==> config.mk <==
export PLATFORM = sky130hd
export DESIGN_NAME = system_config_bus_select
export DESIGN_NICKNAME = d
export VERILOG_FILES = /design/src/rtl/syscfg_pkg.sv /design/src/rtl/strap_sync.sv /design/src/rtl/system_config_bus_select.sv
export VERILOG_INCLUDE_DIRS = /design/src /design/src/rtl
export SDC_FILE = /design/constraint.sdc
export NUM_CORES = 1
export LEC_CHECK = 0
export BUFFER_PORTS_ARGS = -buffer_cell sky130_fd_sc_hd__buf_2
export CAP_MARGIN = 20
export CORE_MARGIN = 2
export CORE_UTILIZATION = 41
export DETAILED_ROUTE_END_ITERATION = 7
export PLACE_DENSITY = 0.89
export SYNTH_ARGS = -nofsm -noshare
export SYNTH_HDL_FRONTEND = slang
export SYNTH_HIERARCHICAL = 1
export SYNTH_SLANG_ARGS = --single-unit
==> constraint.sdc <==
create_clock -name hclk -period 1.7 [get_ports hclk]
set_input_delay 0.085 -clock hclk [delete_from_list [all_inputs] [get_ports hclk]]
set_output_delay 0.085 -clock hclk [all_outputs]
set_load 0.01 [all_outputs]
==> src/rtl/syscfg_cfg.svh <==
`ifndef SYSCFG_CFG_SVH
`define SYSCFG_CFG_SVH

`define SYSCFG_ADDR          32'h0000ff0c
`define SYSCFG_RESET         16'h0000
`define SYSCFG_WMASK         16'h7b3f
`define SYSCFG_CYCLE_TIME_CONTROL_LSB      0
`define SYSCFG_READ_WRITE_DELAY_CONTROL_BIT      4
`define SYSCFG_TRISTATE_TIME_CONTROL_BIT      5
`define SYSCFG_BUS_TYPE_FIELD_LSB      6
`define SYSCFG_BUS_TYPE_FIELD_MSB      7
`define SYSCFG_CLOCK_OUTPUT_ENABLE_BIT     8
`define SYSCFG_HIGH_BYTE_ENABLE_DISABLE_BIT    9
`define SYSCFG_INTERNAL_ROM_ENABLE_BIT     10
`define SYSCFG_SEGMENTATION_DISABLE_BIT    11
`define SYSCFG_READY_INPUT_ENABLE_BIT     12
`define SYSCFG_STACK_SIZE_SELECT_LSB     13
`define SYSCFG_ROM_LOW_FIRST 18'h00000
`define SYSCFG_ROM_LOW_LAST  18'h01fff
`define SYSCFG_SYNC_STAGES   3
`define SYSCFG_STRAP_SETTLE  3'h4

`endif

==> src/rtl/syscfg_pkg.sv <==
package syscfg_pkg;

  typedef enum logic [1:0] {
    bus_none,
    bus_mux_8,
    bus_mux_16,
    bus_demux_16
  } bus_type_t;

  typedef struct packed {
    logic       reserved_15;
    logic [1:0] stack_size_select;
    logic       ready_input_enable;
    logic       segmentation_disable;
    logic       internal_rom_enable;
    logic       high_byte_enable_disable;
    logic       clock_output_enable;
    bus_type_t  bus_type_field;
    logic       tristate_time_control;
    logic       read_write_delay_control;
    logic [3:0] cycle_time_control;
  } system_configuration_t;

  typedef enum logic [1:0] {
    init_settle,
    init_load,
    running
  } init_state_t;

endpackage

==> src/rtl/strap_sync.sv <==
`timescale 1ns/1ps
`include "syscfg_cfg.svh"

module strap_sync #(
  parameter int WIDTH = 2
) (
  input  wire logic             hclk,
  input  wire logic             hresetn,
  input  wire logic [WIDTH-1:0] pin_in,
  output logic      [WIDTH-1:0] pin_out
);

  logic [WIDTH-1:0] stage_reg [`SYSCFG_SYNC_STAGES];
  logic [WIDTH-1:0] out_reg;

  // Output moves only when the last two stages agree
  always_ff @(posedge hclk or negedge hresetn) begin
    if (!hresetn) begin
      for (int i = 0; i < `SYSCFG_SYNC_STAGES; i++) begin
        stage_reg[i] <= '0;
      end
      out_reg <= '0;
    end else begin
      stage_reg[0] <= pin_in;
      for (int i = 1; i < `SYSCFG_SYNC_STAGES; i++) begin
        stage_reg[i] <= stage_reg[i-1];
      end
      if (stage_reg[1] == stage_reg[2]) begin
        out_reg <= stage_reg[2];
      end
    end
  end

  assign pin_out = out_reg;

endmodule

==> src/rtl/system_config_bus_select.sv <==
// Summary of operation
// - Bus type field loads from the two strap pins at reset.
// - Bus type field becomes read-only when reset chose an external bus.
// - External bus at reset disables internal ROM; ROM enable reads 0.
// - ROM enable 0 sends accesses 00000h..01FFFh to the external bus.
// - No external bus at reset enables internal ROM; ROM enable reads 1.
// - Single chip mode leaves the bus type field writable.
// - ROM enable 1 serves accesses 00000h..01FFFh from internal memory.
// - Multiplexed bus type adds one state time to tri-state time.
// - Register sits at FF0Ch; reset value follows straps.
// - Bus type codes: none, mux 8-bit, mux 16-bit, non-mux 16-bit.
// - Reserved bits cannot change and read as 0.
//
// Design decision made here: register access over AHB-Lite.
`timescale 1ns/1ps
`include "syscfg_cfg.svh"

module system_config_bus_select (
  input  wire logic        hclk,
  input  wire logic        hresetn,
  input  wire logic        hsel,
  input  wire logic [31:0] haddr,
  input  wire logic [1:0]  htrans,
  input  wire logic        hwrite,
  input  wire logic [2:0]  hsize,
  input  wire logic [31:0] hwdata,
  input  wire logic        hready,
  output logic      [31:0] hrdata,
  output logic             hreadyout,
  output logic             hresp,
  input  wire logic        bus_strap_pin_low,
  input  wire logic        bus_strap_pin_high,
  input  wire logic [17:0] mem_addr,
  input  wire logic        mem_req,
  output logic             mem_internal_rom,
  output logic             mem_external,
  output logic [1:0]       tristate_extra_states,
  output syscfg_pkg::system_configuration_t config_out
);

  syscfg_pkg::system_configuration_t cfg_reg;
  syscfg_pkg::system_configuration_t cfg_next;
  syscfg_pkg::init_state_t           state_reg;
  syscfg_pkg::init_state_t           state_next;
  logic [2:0]  settle_reg;
  logic        bus_type_field_locked_reg;
  logic        wr_pend_reg;
  logic [31:0] hrdata_reg;
  logic [1:0]  straps;

  strap_sync #(
    .WIDTH (2)
  ) u_strap_sync (
    .hclk    (hclk),
    .hresetn (hresetn),
    .pin_in  ({bus_strap_pin_high, bus_strap_pin_low}),
    .pin_out (straps)
  );

  // Bus stalls until the straps have been captured
  wire        ready_w    = (state_reg == syscfg_pkg::running);
  wire        addr_phase = hsel && htrans[1] && hready && ready_w;
  wire        hit        = (haddr == `SYSCFG_ADDR);
  wire        wr_take    = addr_phase && hit && hwrite;
  wire        rd_take    = addr_phase && hit && !hwrite;
  wire        bus_type_field_strap_ext = (straps != 2'h0);
  wire [15:0] wmask      = `SYSCFG_WMASK
                         | (bus_type_field_locked_reg ? 16'h0000 : 16'h00c0);
  wire [15:0] cur_w      = cfg_reg;
  wire [15:0] wr_w       = (cur_w & ~wmask) | (hwdata[15:0] & wmask);
  wire        low_range  = (mem_addr >= `SYSCFG_ROM_LOW_FIRST)
                         && (mem_addr <= `SYSCFG_ROM_LOW_LAST);
  wire        rom_on     = cfg_reg.internal_rom_enable;
  wire        is_mux     = (cfg_reg.bus_type_field == syscfg_pkg::bus_mux_8)
                         || (cfg_reg.bus_type_field == syscfg_pkg::bus_mux_16);

  always_comb begin
    cfg_next   = cfg_reg;
    state_next = state_reg;
    case (state_reg)
      syscfg_pkg::init_settle: begin
        if (settle_reg == `SYSCFG_STRAP_SETTLE) begin
          state_next = syscfg_pkg::init_load;
        end
      end
      syscfg_pkg::init_load: begin
        cfg_next.bus_type_field      = syscfg_pkg::bus_type_t'(straps);
        cfg_next.internal_rom_enable = !bus_type_field_strap_ext;
        state_next                   = syscfg_pkg::running;
      end
      default: begin
        if (wr_pend_reg) begin
          cfg_next = syscfg_pkg::system_configuration_t'(wr_w);
        end
      end
    endcase
  end

  always_ff @(posedge hclk or negedge hresetn) begin
    if (!hresetn) begin
      cfg_reg   <= syscfg_pkg::system_configuration_t'(`SYSCFG_RESET);
      state_reg <= syscfg_pkg::init_settle;
    end else begin
      cfg_reg   <= cfg_next;
      state_reg <= state_next;
    end
  end

  always_ff @(posedge hclk or negedge hresetn) begin
    if (!hresetn) begin
      settle_reg      <= 3'h0;
      bus_type_field_locked_reg <= 1'b0;
    end else begin
      if (state_reg == syscfg_pkg::init_settle) begin
        settle_reg <= settle_reg + 3'h1;
      end
      if (state_reg == syscfg_pkg::init_load) begin
        bus_type_field_locked_reg <= bus_type_field_strap_ext;
      end
    end
  end

  // Read data is formed in the address phase so hrdata comes from a flop
  always_ff @(posedge hclk or negedge hresetn) begin
    if (!hresetn) begin
      wr_pend_reg <= 1'b0;
      hrdata_reg  <= 32'h00000000;
    end else begin
      wr_pend_reg <= wr_take;
      hrdata_reg  <= rd_take ? {16'h0000, cur_w & 16'h7fff} : 32'h00000000;
    end
  end

  assign hrdata    = hrdata_reg;
  assign hreadyout = ready_w;
  assign hresp     = 1'b0;

  assign mem_internal_rom = mem_req && low_range && rom_on;
  assign mem_external     = mem_req && !(low_range && rom_on);

  // Tri-state control 0 adds one state, multiplexed bus adds another
  assign tristate_extra_states = {1'b0, !cfg_reg.tristate_time_control}
                               + {1'b0, is_mux};
  assign config_out = cfg_reg;

endmodule

# Word-level counts from Yosys, hierarchy flattened
# Index checks and enable logic that the tools add are counted.
# word_totals
out_inout_bits,54
word_cells,69
ff_bits,46
inputBits,95
# classes
n_mux,7
n_lt_le_gt_ge,2
n_bitwise,6
n_addsub,2
n_reduce_logical,24
n_eq_ne,8
# ops
operator,count
$eq A32 B16 Y1 const B,1
$ge A18 B1 Y1 const B,1
$le A18 B13 Y1 const B,1
$and A16 B15 Y16,1
$and A16 B16 Y16,1
$not A15 Y16,1
$or A16 B16 Y16,1
$mux W15,1
$logic_and A1 B1 Y1,11
$mux W11,1
$mux W8,1
$pmux W2 S2,2
$reduce_and A2 Y1,3
$reduce_bool A2 Y1,3
$eq A2 B1 Y1 const B,2
$eq A2 B2 Y1 const B,2
$logic_not A1 Y1,4
$add A3 B1 Y3 const B,1
$eq A3 B3 Y1 const B,1
$add A1 B1 Y2,1
$eq A2 B2 Y1,1
$logic_not A2 Y1,1
$mux W2,1
$ne A2 B2 Y1 const B,1
other kinds (4),5

# Depth between registers and ports, before layout
# Gate-level depths: netlist of the first run.
# logic_depth
word_depth,6
ltp_mapped,4

# Cells and area by module
# The synthesis of the first run kept the hierarchy.
# modules_own_cells
mod,seq_area_each_um2,n_inst,cells_per_inst,area_per_inst_um2
system_config_bus_select,925.9,1,154,1843.0
strap_sync,200.2,1,16,250.2

# Worst setup path after synthesis of the first run
# No wires, ideal clock.
# synth_timing
path_type,register to register
start,register state_reg[0]
end,"register hrdata_reg[0], in the netlist hrdata[0]"
setup_slack_ns,0.341
t_required_ns,1.604
path_stages_with_launch,5
arrival_ns,1.263
synth_period_minus_slack_ns,1.359
setup_time_ns,0.096
path_cell_list,dfrtp_1 -> and2b_1 -> nand4_2 -> buf_4 -> nor4_2
# synth_between
elab_chain_cells,5
# synth_lines
element,line_no,text
start: declaration,system_config_bus_select.sv:43,syscfg_pkg::init_state_t state_reg;
start signal: assignment,system_config_bus_select.sv:102,state_reg <= syscfg_pkg::init_settle;
start signal: assignment,system_config_bus_select.sv:105,state_reg <= state_next;
$eq A2 B2 Y1,system_config_bus_select.sv:61,wire ready_w = (state_reg == syscfg_pkg::running);
named net hreadyout,system_config_bus_select.sv:29,"output logic hreadyout,"
$logic_and A1 B1 Y1,system_config_bus_select.sv:62,wire addr_phase = hsel && htrans[1] && hready && ready_w;
$logic_and A1 B1 Y1 (2 in a row),system_config_bus_select.sv:65,wire rd_take = addr_phase && hit && !hwrite;
$mux W15,system_config_bus_select.sv:130,"hrdata_reg <= rd_take ? {16'h0000, cur_w & 16'h7fff} : 32'h00000000;"
end signal: assignment,system_config_bus_select.sv:130,
end: declaration,system_config_bus_select.sv:48,logic [31:0] hrdata_reg;
# The timed path passes the listed nets, and every way through them passes these cells.
# A chain may end at the register's enable or synchronous reset.

# Worst setup path in the final report of the first run
# layout_timing
start,register state_reg[1]
end,"register cfg_reg, in the netlist config_out[8]"
# layout_between
elab_chain_cells,4
# layout_lines
element,line_no,text
$eq A2 B1 Y1 or $logic_not A2 Y1 (tied branches),system_config_bus_select.sv:80,case (state_reg)
$reduce_or A2 Y1 (no source line) (*),--,
$not A1 Y1 (no source line) (*),--,
$reduce_and A2 Y1 (no source line) (*),--,
end signal: assignment,system_config_bus_select.sv:101,cfg_reg <= syscfg_pkg::system_configuration_t'(`SYSCFG_RESET);
end signal: assignment,system_config_bus_select.sv:104,cfg_reg <= cfg_next;
end: declaration,system_config_bus_select.sv:41,syscfg_pkg::system_configuration_t cfg_reg;
# Mark *: on every way between the ends. The rest lies on a longest branch, timed or not.

==> impl_metrics.ini, run 1 <==
[worst_setup_path]
crit_required_ps = 1870
cp-end-kind = flip-flop
r2r_start = state_reg[1]
path_class = flip-flop to flip-flop
ff2ff_path_depth = 3
worstPathMaxFanout = 9
arrival_ps = 1580
start_kind = flip-flop
reg2reg_setup_slack_ps = 280
rr_endpoint = config_out[8]

[clock_tree]
htreeDepth = 2
clkTransAtPathRegs_ps = 80
root_buffer = clkbuf_8
clk_latency_ps = 290
clockBufferDepth = 2
post_cts_resized = 0
numClockSinks = 45
cts_tree = done
numCtsBuffers = 5

[timing]
timing.setup.tns_ps = 0
skew_ps = 6.26
hold_viol = 0
fmax_mhz = 706
slew_headroom_pct = 63.2
worst_pin_slew_ps = 552
period_share_pct = 83.3
slew_violations = 0
period_needed_ps = 1420
rsz0062_at_grt = no
setup_viol = 0

[cells_and_area]
largest_reg_flops = 15
drive_gt1_share_pct = 45.8
area_growth_pct = 29.8
diodes = 0
fin_area_um2 = 2720
layout.nets = 371

[synthesis]
synth_top_area_share_pct = 53.8
synth-seq-area-share_pct = 53.8
ys_top_cells_by_count = 45 x dfrtp_1, 22 x buf_4, 22 x nand2_1
synth_warnings = 6
syn_area_per_cell_um2 = 12.3
synth.distinct_cells = 37
synthFlopType = dfrtp_1
syn_area_um2 = 2090
synth.largest_area_cell = dfrtp_1
synth-edff-count = 0
async_flop_share_pct = 100
synth_seq_cells = 45
synthTopCellsByArea = dfrtp_1 54%, buf_4 7.9%, nor4_2 7.8%, mux2_1 5.4%, nand2_1 3.9%
yosys.cell_count.top_type = dfrtp_1
synthCells = 170

[drt]
vias = 1558
wire_per_inst_um = 12.1
drt_pass1_iterations = 4
via_per_inst = 4.54
routed_wl_um = 4150
drtAntennaViolNets = 0
drt_iter0_drc = 33
route.detailed.drc = 0

[grt]
grtUsageTotal_pct = 13.7
grt_pass1_vias = 1375
grt_max_degree = 46
grt_pass1_wl_um = 5870
gr-total-overflow = 0
grt_antenna_before_repair = 0

[hold_path]
hold_start = hwdata[12]
holdPathEnd = config_out[12]
hold_class = input pin to flip-flop
hold_depth = 2

[floorplanning]
dieHeight_um = 75.5
ios = 149
die_x_um = 75.5
dieArea_um2 = 5690
start_util_pct = 41.8
row_count = 26
core_area_um2 = 5010

[flow_run]
max-cap-violations = 0

[outcome]
status = finished, final reports clean

[place]
hpwl_um = 3290
dpl_cell_area_um2 = 2560
port_buffers = 94
gp_congestion = 0.724

[pwr]
p_per_area_nw_per_um2 = 803
leakagePower_nw = 1.37
vdd_drop_max_v = 0.000326
## layout by cell type, fill, tap and decap left out, types with 2 or more instances in the layout
cell and count:
ha_1 3, buf_2 94, nor4_1 7, dlygate4sd3_1 5, conb_1 19, clkbuf_8 5, nor2_1 5, xor2_1 3
inv_1 6, buf_4 4, dfrtp_1 45, xnor2_1 2, a221o_1 2, nor3b_1 2, nor4_2 13, mux2_2 2
o31ai_1 2, nand2_1 22, o21ai_1 2, nand4_2 2, mux2_1 10
## worst max-delay path, stage by stage (launching register included)
cell and delay [ps]:
dfrtp_1 430, nand2_1 300, buf_4 240, mux2_1 330
## cell families after synthesis
family          Yosys count  synth area share [%]
xor+xnor                  5                  2.09
buf+inv                  31                  9.92
other cells               1                 0.179
mux                      12                  6.46
fa+ha+maj                 3                  1.79
compound gates            9                  3.11
simple gates             64                  22.7
flops                    45                  53.8
## layer usage
| layer | share of wire [%] | track usage, % |
|---|---|---|
| met1 | 39 | 15.0 |
| met2 | 53 | 25.1 |
| met4 | 1.2 | 5.65 |
| met5 | 0 | 0 |
| met3 | 6.0 | 3.44 |
## where the power goes
| group | leakage (nW) | switching, mW | internal (mW) |
|---|---|---|---|
| Sequential | 0.559 | 0.0454 | 1.12 |
| Combinational | 0.752 | 0.139 | 0.124 |
| Clock | 0.0540 | 0.331 | 0.427 |
## how the worst max path moves through the flow
stage / startpoint / to / slack, ps / depth (start not counted)
2_1_floorplan: state_reg[0] / hrdata[0] / 340 / 4
3_3_place_gp: state_reg[1] / config_out[8] / 330 / 3
3_5_place_dp: state_reg[1] / config_out[8] / 290 / 3
4_1_cts: state_reg[1] / config_out[8] / 270 / 3
5_1_grt: state_reg[1] / config_out[8] / 170 / 3
6_report: state_reg[1] / config_out[8] / 280 / 3
## what timing repair did
item	in CTS	in global routing
hold buffers	4	1
setup buffers	0	0
endpoints found under the hold margin	48	1
## area by class of cell
| cell class | instances | area, um2 |
|---|---|---|
| clock buffers | 5 | 68.8 |
| clock inverters | 2 | 35.0 |
| fillers | 449 | 2290 |
| inverters | 6 | 22.5 |
| multi-input cells | 112 | 827 |
| flip-flops and latches | 45 | 1130 |
| well taps | 70 | 87.6 |
| repair buffers | 103 | 551 |
## per-stage QoR
step / cells / worst slack, ps / hold WS, ps / utilization, % / power [mW]
after detailed placement: 331 / 288 / 193 / 51.2 / 1.44
final: 343 / 283 / 10.7 / 54.2 / 2.18
after floorplan: 188 / 341 / -211 / - / 1.32
after global routing: 343 / 167 / 2.08 / 54.2 / 2.29
after global placement: 331 / 331 / 187 / 51.2 / 1.43
after CTS: 342 / 271 / 1.11 / 54.0 / 2.21
No activity file was read; power rests on OpenSTA's default activity.
==> run 2: changes to the inputs <==
CORE_UTILIZATION = 37   (was 41)
PLACE_DENSITY = 0.86   (was 0.89)
clock period = 1.25 ns   (was 1.7 ns; I/O delays follow)
==> run 2 against run 1 <==
Compared with the run above: the flow now finishes with violations (negative setup slack); combinational power is 68% higher; first-iteration DRC count is 73% higher; register-to-register slack worse by 330 ps; worst setup slack worse by 380 ps; power is 44% higher; via count is 8.3% higher; die area is 10% higher; cell count is 6.7% higher; sequential power is 35% higher; core utilization is 3.2 points higher; sequential share of layout area is 5.6 points lower; critical path type is now flip-flop to output port.
==> impl_metrics.ini, run 2 (synthesized netlist as in run 1, its figures left out) <==
[place]
hpwl_um = 3380
port_buffers = 94
gp_congestion = 0.757

[grt]
grt_antenna_before_repair = 0
gr-total-overflow = 0
grt_pass1_wl_um = 7290
grt_max_degree = 46
grtUsageTotal_pct = 14.7
grt_pass1_vias = 1632

[worst_setup_path]
worstPathMaxFanout = 2
path_class = flip-flop to output port
critical_path.top_delay_family = flip-flops
critical-path-max-stage-delay_ps = 390
crit_required_ps = 1190
start_kind = flip-flop
ff2ff_path_depth = 4
cp_slowest_cell = dfrtp_1
arrival_ps = 1280
crit_buf_inv = 1
cp-end-kind = output port
path_cells = xor2_1, ha_1, buf_2
cp.depth = 3

[timing]
period_needed_ps = 1350
period_share_pct = 108
slew_violations = 0
worst_pin_slew_ps = 508
rsz0062_at_grt = yes
skew_ps = 12.7
hold_viol = 0
setup_viol = 3
timing.setup.tns_ps = -170
slew_headroom_pct = 66.1
setup_ws_ps = -95.5
fmax_mhz = 743

[floorplanning]
start_util_pct = 38.2
dieHeight_um = 79.2
die_x_um = 79.2
ios = 149
dieArea_um2 = 6280
core_area_um2 = 5470
row_count = 27

[flow_run]
max-cap-violations = 0

[cells_and_area]
area_growth_pct = 50.1
n_fill_cell = 447
drive_gt1_share_pct = 49.3
final_cell_mix = 94 x buf_2, 45 x dfrtp_1, 21 x nand2_1
diodes = 0
utilization_pct = 57.4
largest_reg_flops = 15
layout_commonest_cell = buf_2
layout.nets = 391

[clock_tree]
htreeDepth = 2
clockBufferDepth = 2
numClockSinks = 45
cts_tree = done
clkTransAtPathRegs_ps = 80
clk_latency_ps = 300
numCtsBuffers = 5
root_buffer = clkbuf_8

[drt]
top_layer_used = met4
routed_wl_um = 4900
via_per_inst = 4.61
wire_per_inst_um = 13.4
drtAntennaViolNets = 0
drt_iter0_drc = 57
vias = 1687
dr_wl_met3_um = 321
drt_pass1_iterations = 4
route.detailed.drc = 0
wl_met2_um = 2700
wl_met1_um = 1820

[pwr]
vdd_drop_max_v = 0.000504
leakagePower_nw = 1.65
p_per_area_nw_per_um2 = 1000

[hold_path]
hold_depth = 2
hold_class = input pin to flip-flop

[outcome]
violations = negative setup slack
status = complete, but fails checks
[run 2: cell count changes in the layout (fill, tap and decap cells not counted), moves of 4 or more]
cell	change
nor4_2	-8
dlygate4sd3_1	+9
buf_4	+6
nor4_1	-5
buf_12	+4
nor4_4	+13
[run 2: path summary, 6_finish.rpt]
path | slack [ps] | startpoint | to
max | -100 | config_out[6] | tristate_extra_states[0]
min | 20 | hwdata[14] | config_out[14]
max reg2reg | -50 | state_reg[0] | hrdata[2]
min reg2reg | 350 | u_strap_sync/stage_reg[5] | u_strap_sync/stage_reg[3]
max in group asynchronous | 770 | hresetn | config_out[13]
min in group asynchronous | 270 | hresetn | u_strap_sync/stage_reg[4]
[run 2: cell type report]
cell class	count	area (um2)	share of cell area, %
Sequential cell	45	1130	35.8
Inverter	6	22.5	0.717
Clock buffer	6	82.6	2.63
Multi-Input combinational cell	112	992	31.6
Timing Repair Buffer	123	791	25.2
Clock inverter	2	37.5	1.19
Tap cell	72	90.1	2.87
[run 2: stage by stage]
stage | hold slack [ps] | area (um2) | instances | power, mW | setup slack (ps)
detailed placement | 53.2 | 2690 | 341 | 1.98 | -66.4
CTS | 5.98 | 2970 | 363 | 3.14 | -100
global placement | 51.4 | 2690 | 341 | 1.96 | 39.4
floorplan | -233 | 2170 | 188 | 1.80 | -2.36
global route | 13.6 | 3140 | 366 | 3.31 | -148
finish | 15.4 | 3140 | 366 | 3.15 | -95.5
[run 2: timing repair]
item / in CTS / in global routing
hold buffers: 14 / 0
setup buffers: 0 / 2
gates resized for setup: 4 / 17
pin swaps: 0 / 15
endpoints found under the hold margin: 58 / 0
gates cloned: 0 / 1
setup endpoints to repair: 3 / 27
[run 2: per-layer routing]
metal	GRT usage, %	up-vias
met5	0	-
met4	5.52	0
met3	4.32	6
met2	26.1	66
met1	16.5	810
li1	-	805
[run 2: where the power goes]
| part | leakage (nW) | internal [mW] | switching, mW |
|---|---|---|---|
| clock network | 0.0574 | 0.650 | 0.486 |
| logic | 1.03 | 0.217 | 0.224 |
| registers | 0.559 | 1.52 | 0.0550 |
| total | 1.65 | 2.38 | 0.765 |
==> run 3: changes to the inputs <==
==> constraint.sdc (replaced) <==
create_clock -name hclk -period 1.25 [get_ports hclk]
set_input_delay 0.25 -clock hclk [delete_from_list [all_inputs] [get_ports hclk]]
set_output_delay 0.25 -clock hclk [all_outputs]
set_load 0.01 [all_outputs]
==> run 3 against run 2 <==
Compared with the run above: the flow still finishes with violations (negative setup slack); global-route usage down 1.1 points; core utilization down 1.1 points; sequential power about the same; critical path depth did not move; clock-buffer cell count fell by 1; power increased by 4.2%; worst setup slack lost 170 ps; first-iteration DRC count rose by 12%; clock skew down 8.0 ps; via count shrank 2.3%; clock power grew 11%; largest power group unchanged.
==> impl_metrics.ini, run 3 (synthesized netlist as in run 1, its figures left out) <==
[hold_path]
hold_class = input pin to flip-flop
holdPathEnd = u_strap_sync/stage_reg[5]
hold_depth = 1
hold_start = bus_strap_pin_high

[clock_tree]
root_buffer = clkbuf_8
clockBufferDepth = 2
htreeDepth = 2
numCtsBuffers = 5
clkTransAtPathRegs_ps = 80
cts_tree = done
numClockSinks = 45
clk_latency_ps = 290

[cells_and_area]
area_growth_pct = 47.2
layout_commonest_cell = buf_2
utilization_pct = 56.3
diodes = 0
instances_no_fill = 356
final_cell_mix = 91 x buf_2, 45 x dfrtp_1, 21 x nand2_1
drive_gt1_share_pct = 52.1
largest_reg_flops = 15
layout.nets = 381

[pwr]
leakagePower_nw = 1.63
clkPwrFrac_pct = 38.6
vdd_drop_max_v = 0.000613
p_comb_share_pct = 13.5
p_per_area_nw_per_um2 = 1070
power.switching_uw = 757
internal_power_mw = 2.53
power.share.switching_pct = 23.1
seq_power_share_pct = 47.9

[timing]
setup_viol = 9
skew_ps = 4.73
holdWs_ps = 60.3
period_needed_ps = 1520
setup_ws_ps = -268
rsz0062_at_grt = yes
slew_headroom_pct = 65.8
slew_violations = 0
hold_viol = 0
period_share_pct = 121
fmax_mhz = 659
worst_pin_slew_ps = 512

[worst_setup_path]
critPathLaunch = config_out[7]
cp-end-kind = output port
r2r_start = state_reg[1]
reg2reg_setup_slack_ps = -40
crit_required_ps = 1000
worstPathMaxFanout = 2
arrival_ps = 1270
rr_endpoint = hrdata[4]
start_kind = flip-flop
ff2ff_path_depth = 4
path_class = flip-flop to output port

[drt]
route.detailed.drc = 0
drt_iter0_drc = 64
via_per_inst = 4.63
routed_wl_um = 4610
vias = 1649
drt_pass1_iterations = 4
drtAntennaViolNets = 0
wire_per_inst_um = 13.0

[grt]
grtUsageTotal_pct = 13.6
grt_max_degree = 46
grt_antenna_before_repair = 0
gr-total-overflow = 0
grt_pass1_wl_um = 6690
grt_pass1_vias = 1475

[place]
port_buffers = 94
dpl.cell_count = 341
gp_congestion = 0.776
post-place-ws_ps = -146
hpwl_um = 3330

[outcome]
status = complete, but fails checks
violations = negative setup slack

[floorplanning]
dieHeight_um = 79.2
core_area_um2 = 5470
die_x_um = 79.2
dieArea_um2 = 6280
row_count = 27
ios = 149
start_util_pct = 38.2

[flow_run]
max-cap-violations = 0
==> run 3: area by class of cell <==
cell class / instances / area (um2)
clock buffers: 5 / 68.8
clock inverters: 3 / 65.1
fillers: 457 / 2390
inverters: 6 / 22.5
multi-input cells: 112 / 991
flip-flops and latches: 45 / 1130
well taps: 72 / 90.1
repair buffers: 113 / 717
==> run 3: worst max path at each step <==
stage,endpoint,slack (ps)
global placement,hrdata[3],-100
CTS,tristate_extra_states[0],-270
global route,tristate_extra_states[0],-330
finish,tristate_extra_states[0],-270
floorplan,hrdata[1],-2
detailed placement,hrdata[14],-150
==> run 3: critical path: stages, from the launching register on <==
cell	delay, ps
dfrtp_1	400
xor2_1	170
ha_1	270
buf_2	140
==> run 3: timing repair <==
| item | 4_1_cts | 5_1_grt |
|---|---|---|
| gates resized for setup | 3 | 24 |
| setup buffers | 1 | 5 |
| hold buffers | 1 | 0 |
| pin swaps | 1 | 15 |
| endpoints found under the setup margin | 6 | 25 |
| gates cloned | 0 | 1 |
| endpoints found under the hold margin | 45 | 0 |
==> run 3: through the flow <==
| step | area (um2) | TNS [ps] | total power [mW] |
|---|---|---|---|
| 6_report | 3080 | -722 | 3.28 |
| 3_5_place_dp | 2690 | -1700 | 1.98 |
| 2_1_floorplan | 2170 | -18.9 | 1.80 |
| 3_3_place_gp | 2690 | -1320 | 1.96 |
| 5_1_grt | 3080 | -1320 | 3.44 |
| 4_1_cts | 2860 | -619 | 3.25 |
==> run 3: metal layers <==
layer  up-vias  share of wire [%]  wire length [um]  track usage [%]
li1        779                  -                 -                -
met1       796                 37              1710             15.5
met2        62                 53              2460             24.0
met3        12                7.2               332             3.64
met4         0                2.3               108             5.34
met5         -                  0                 0                0
==> run 3: power by group through the flow <==
stage	clock (mW)	sequential (mW)	combinational, mW
floorplan	0	1.60	0.199
detailed placement	0	1.60	0.373
CTS	1.29	1.57	0.390
global placement	0	1.60	0.362
global route	1.38	1.58	0.487
finish	1.27	1.57	0.443
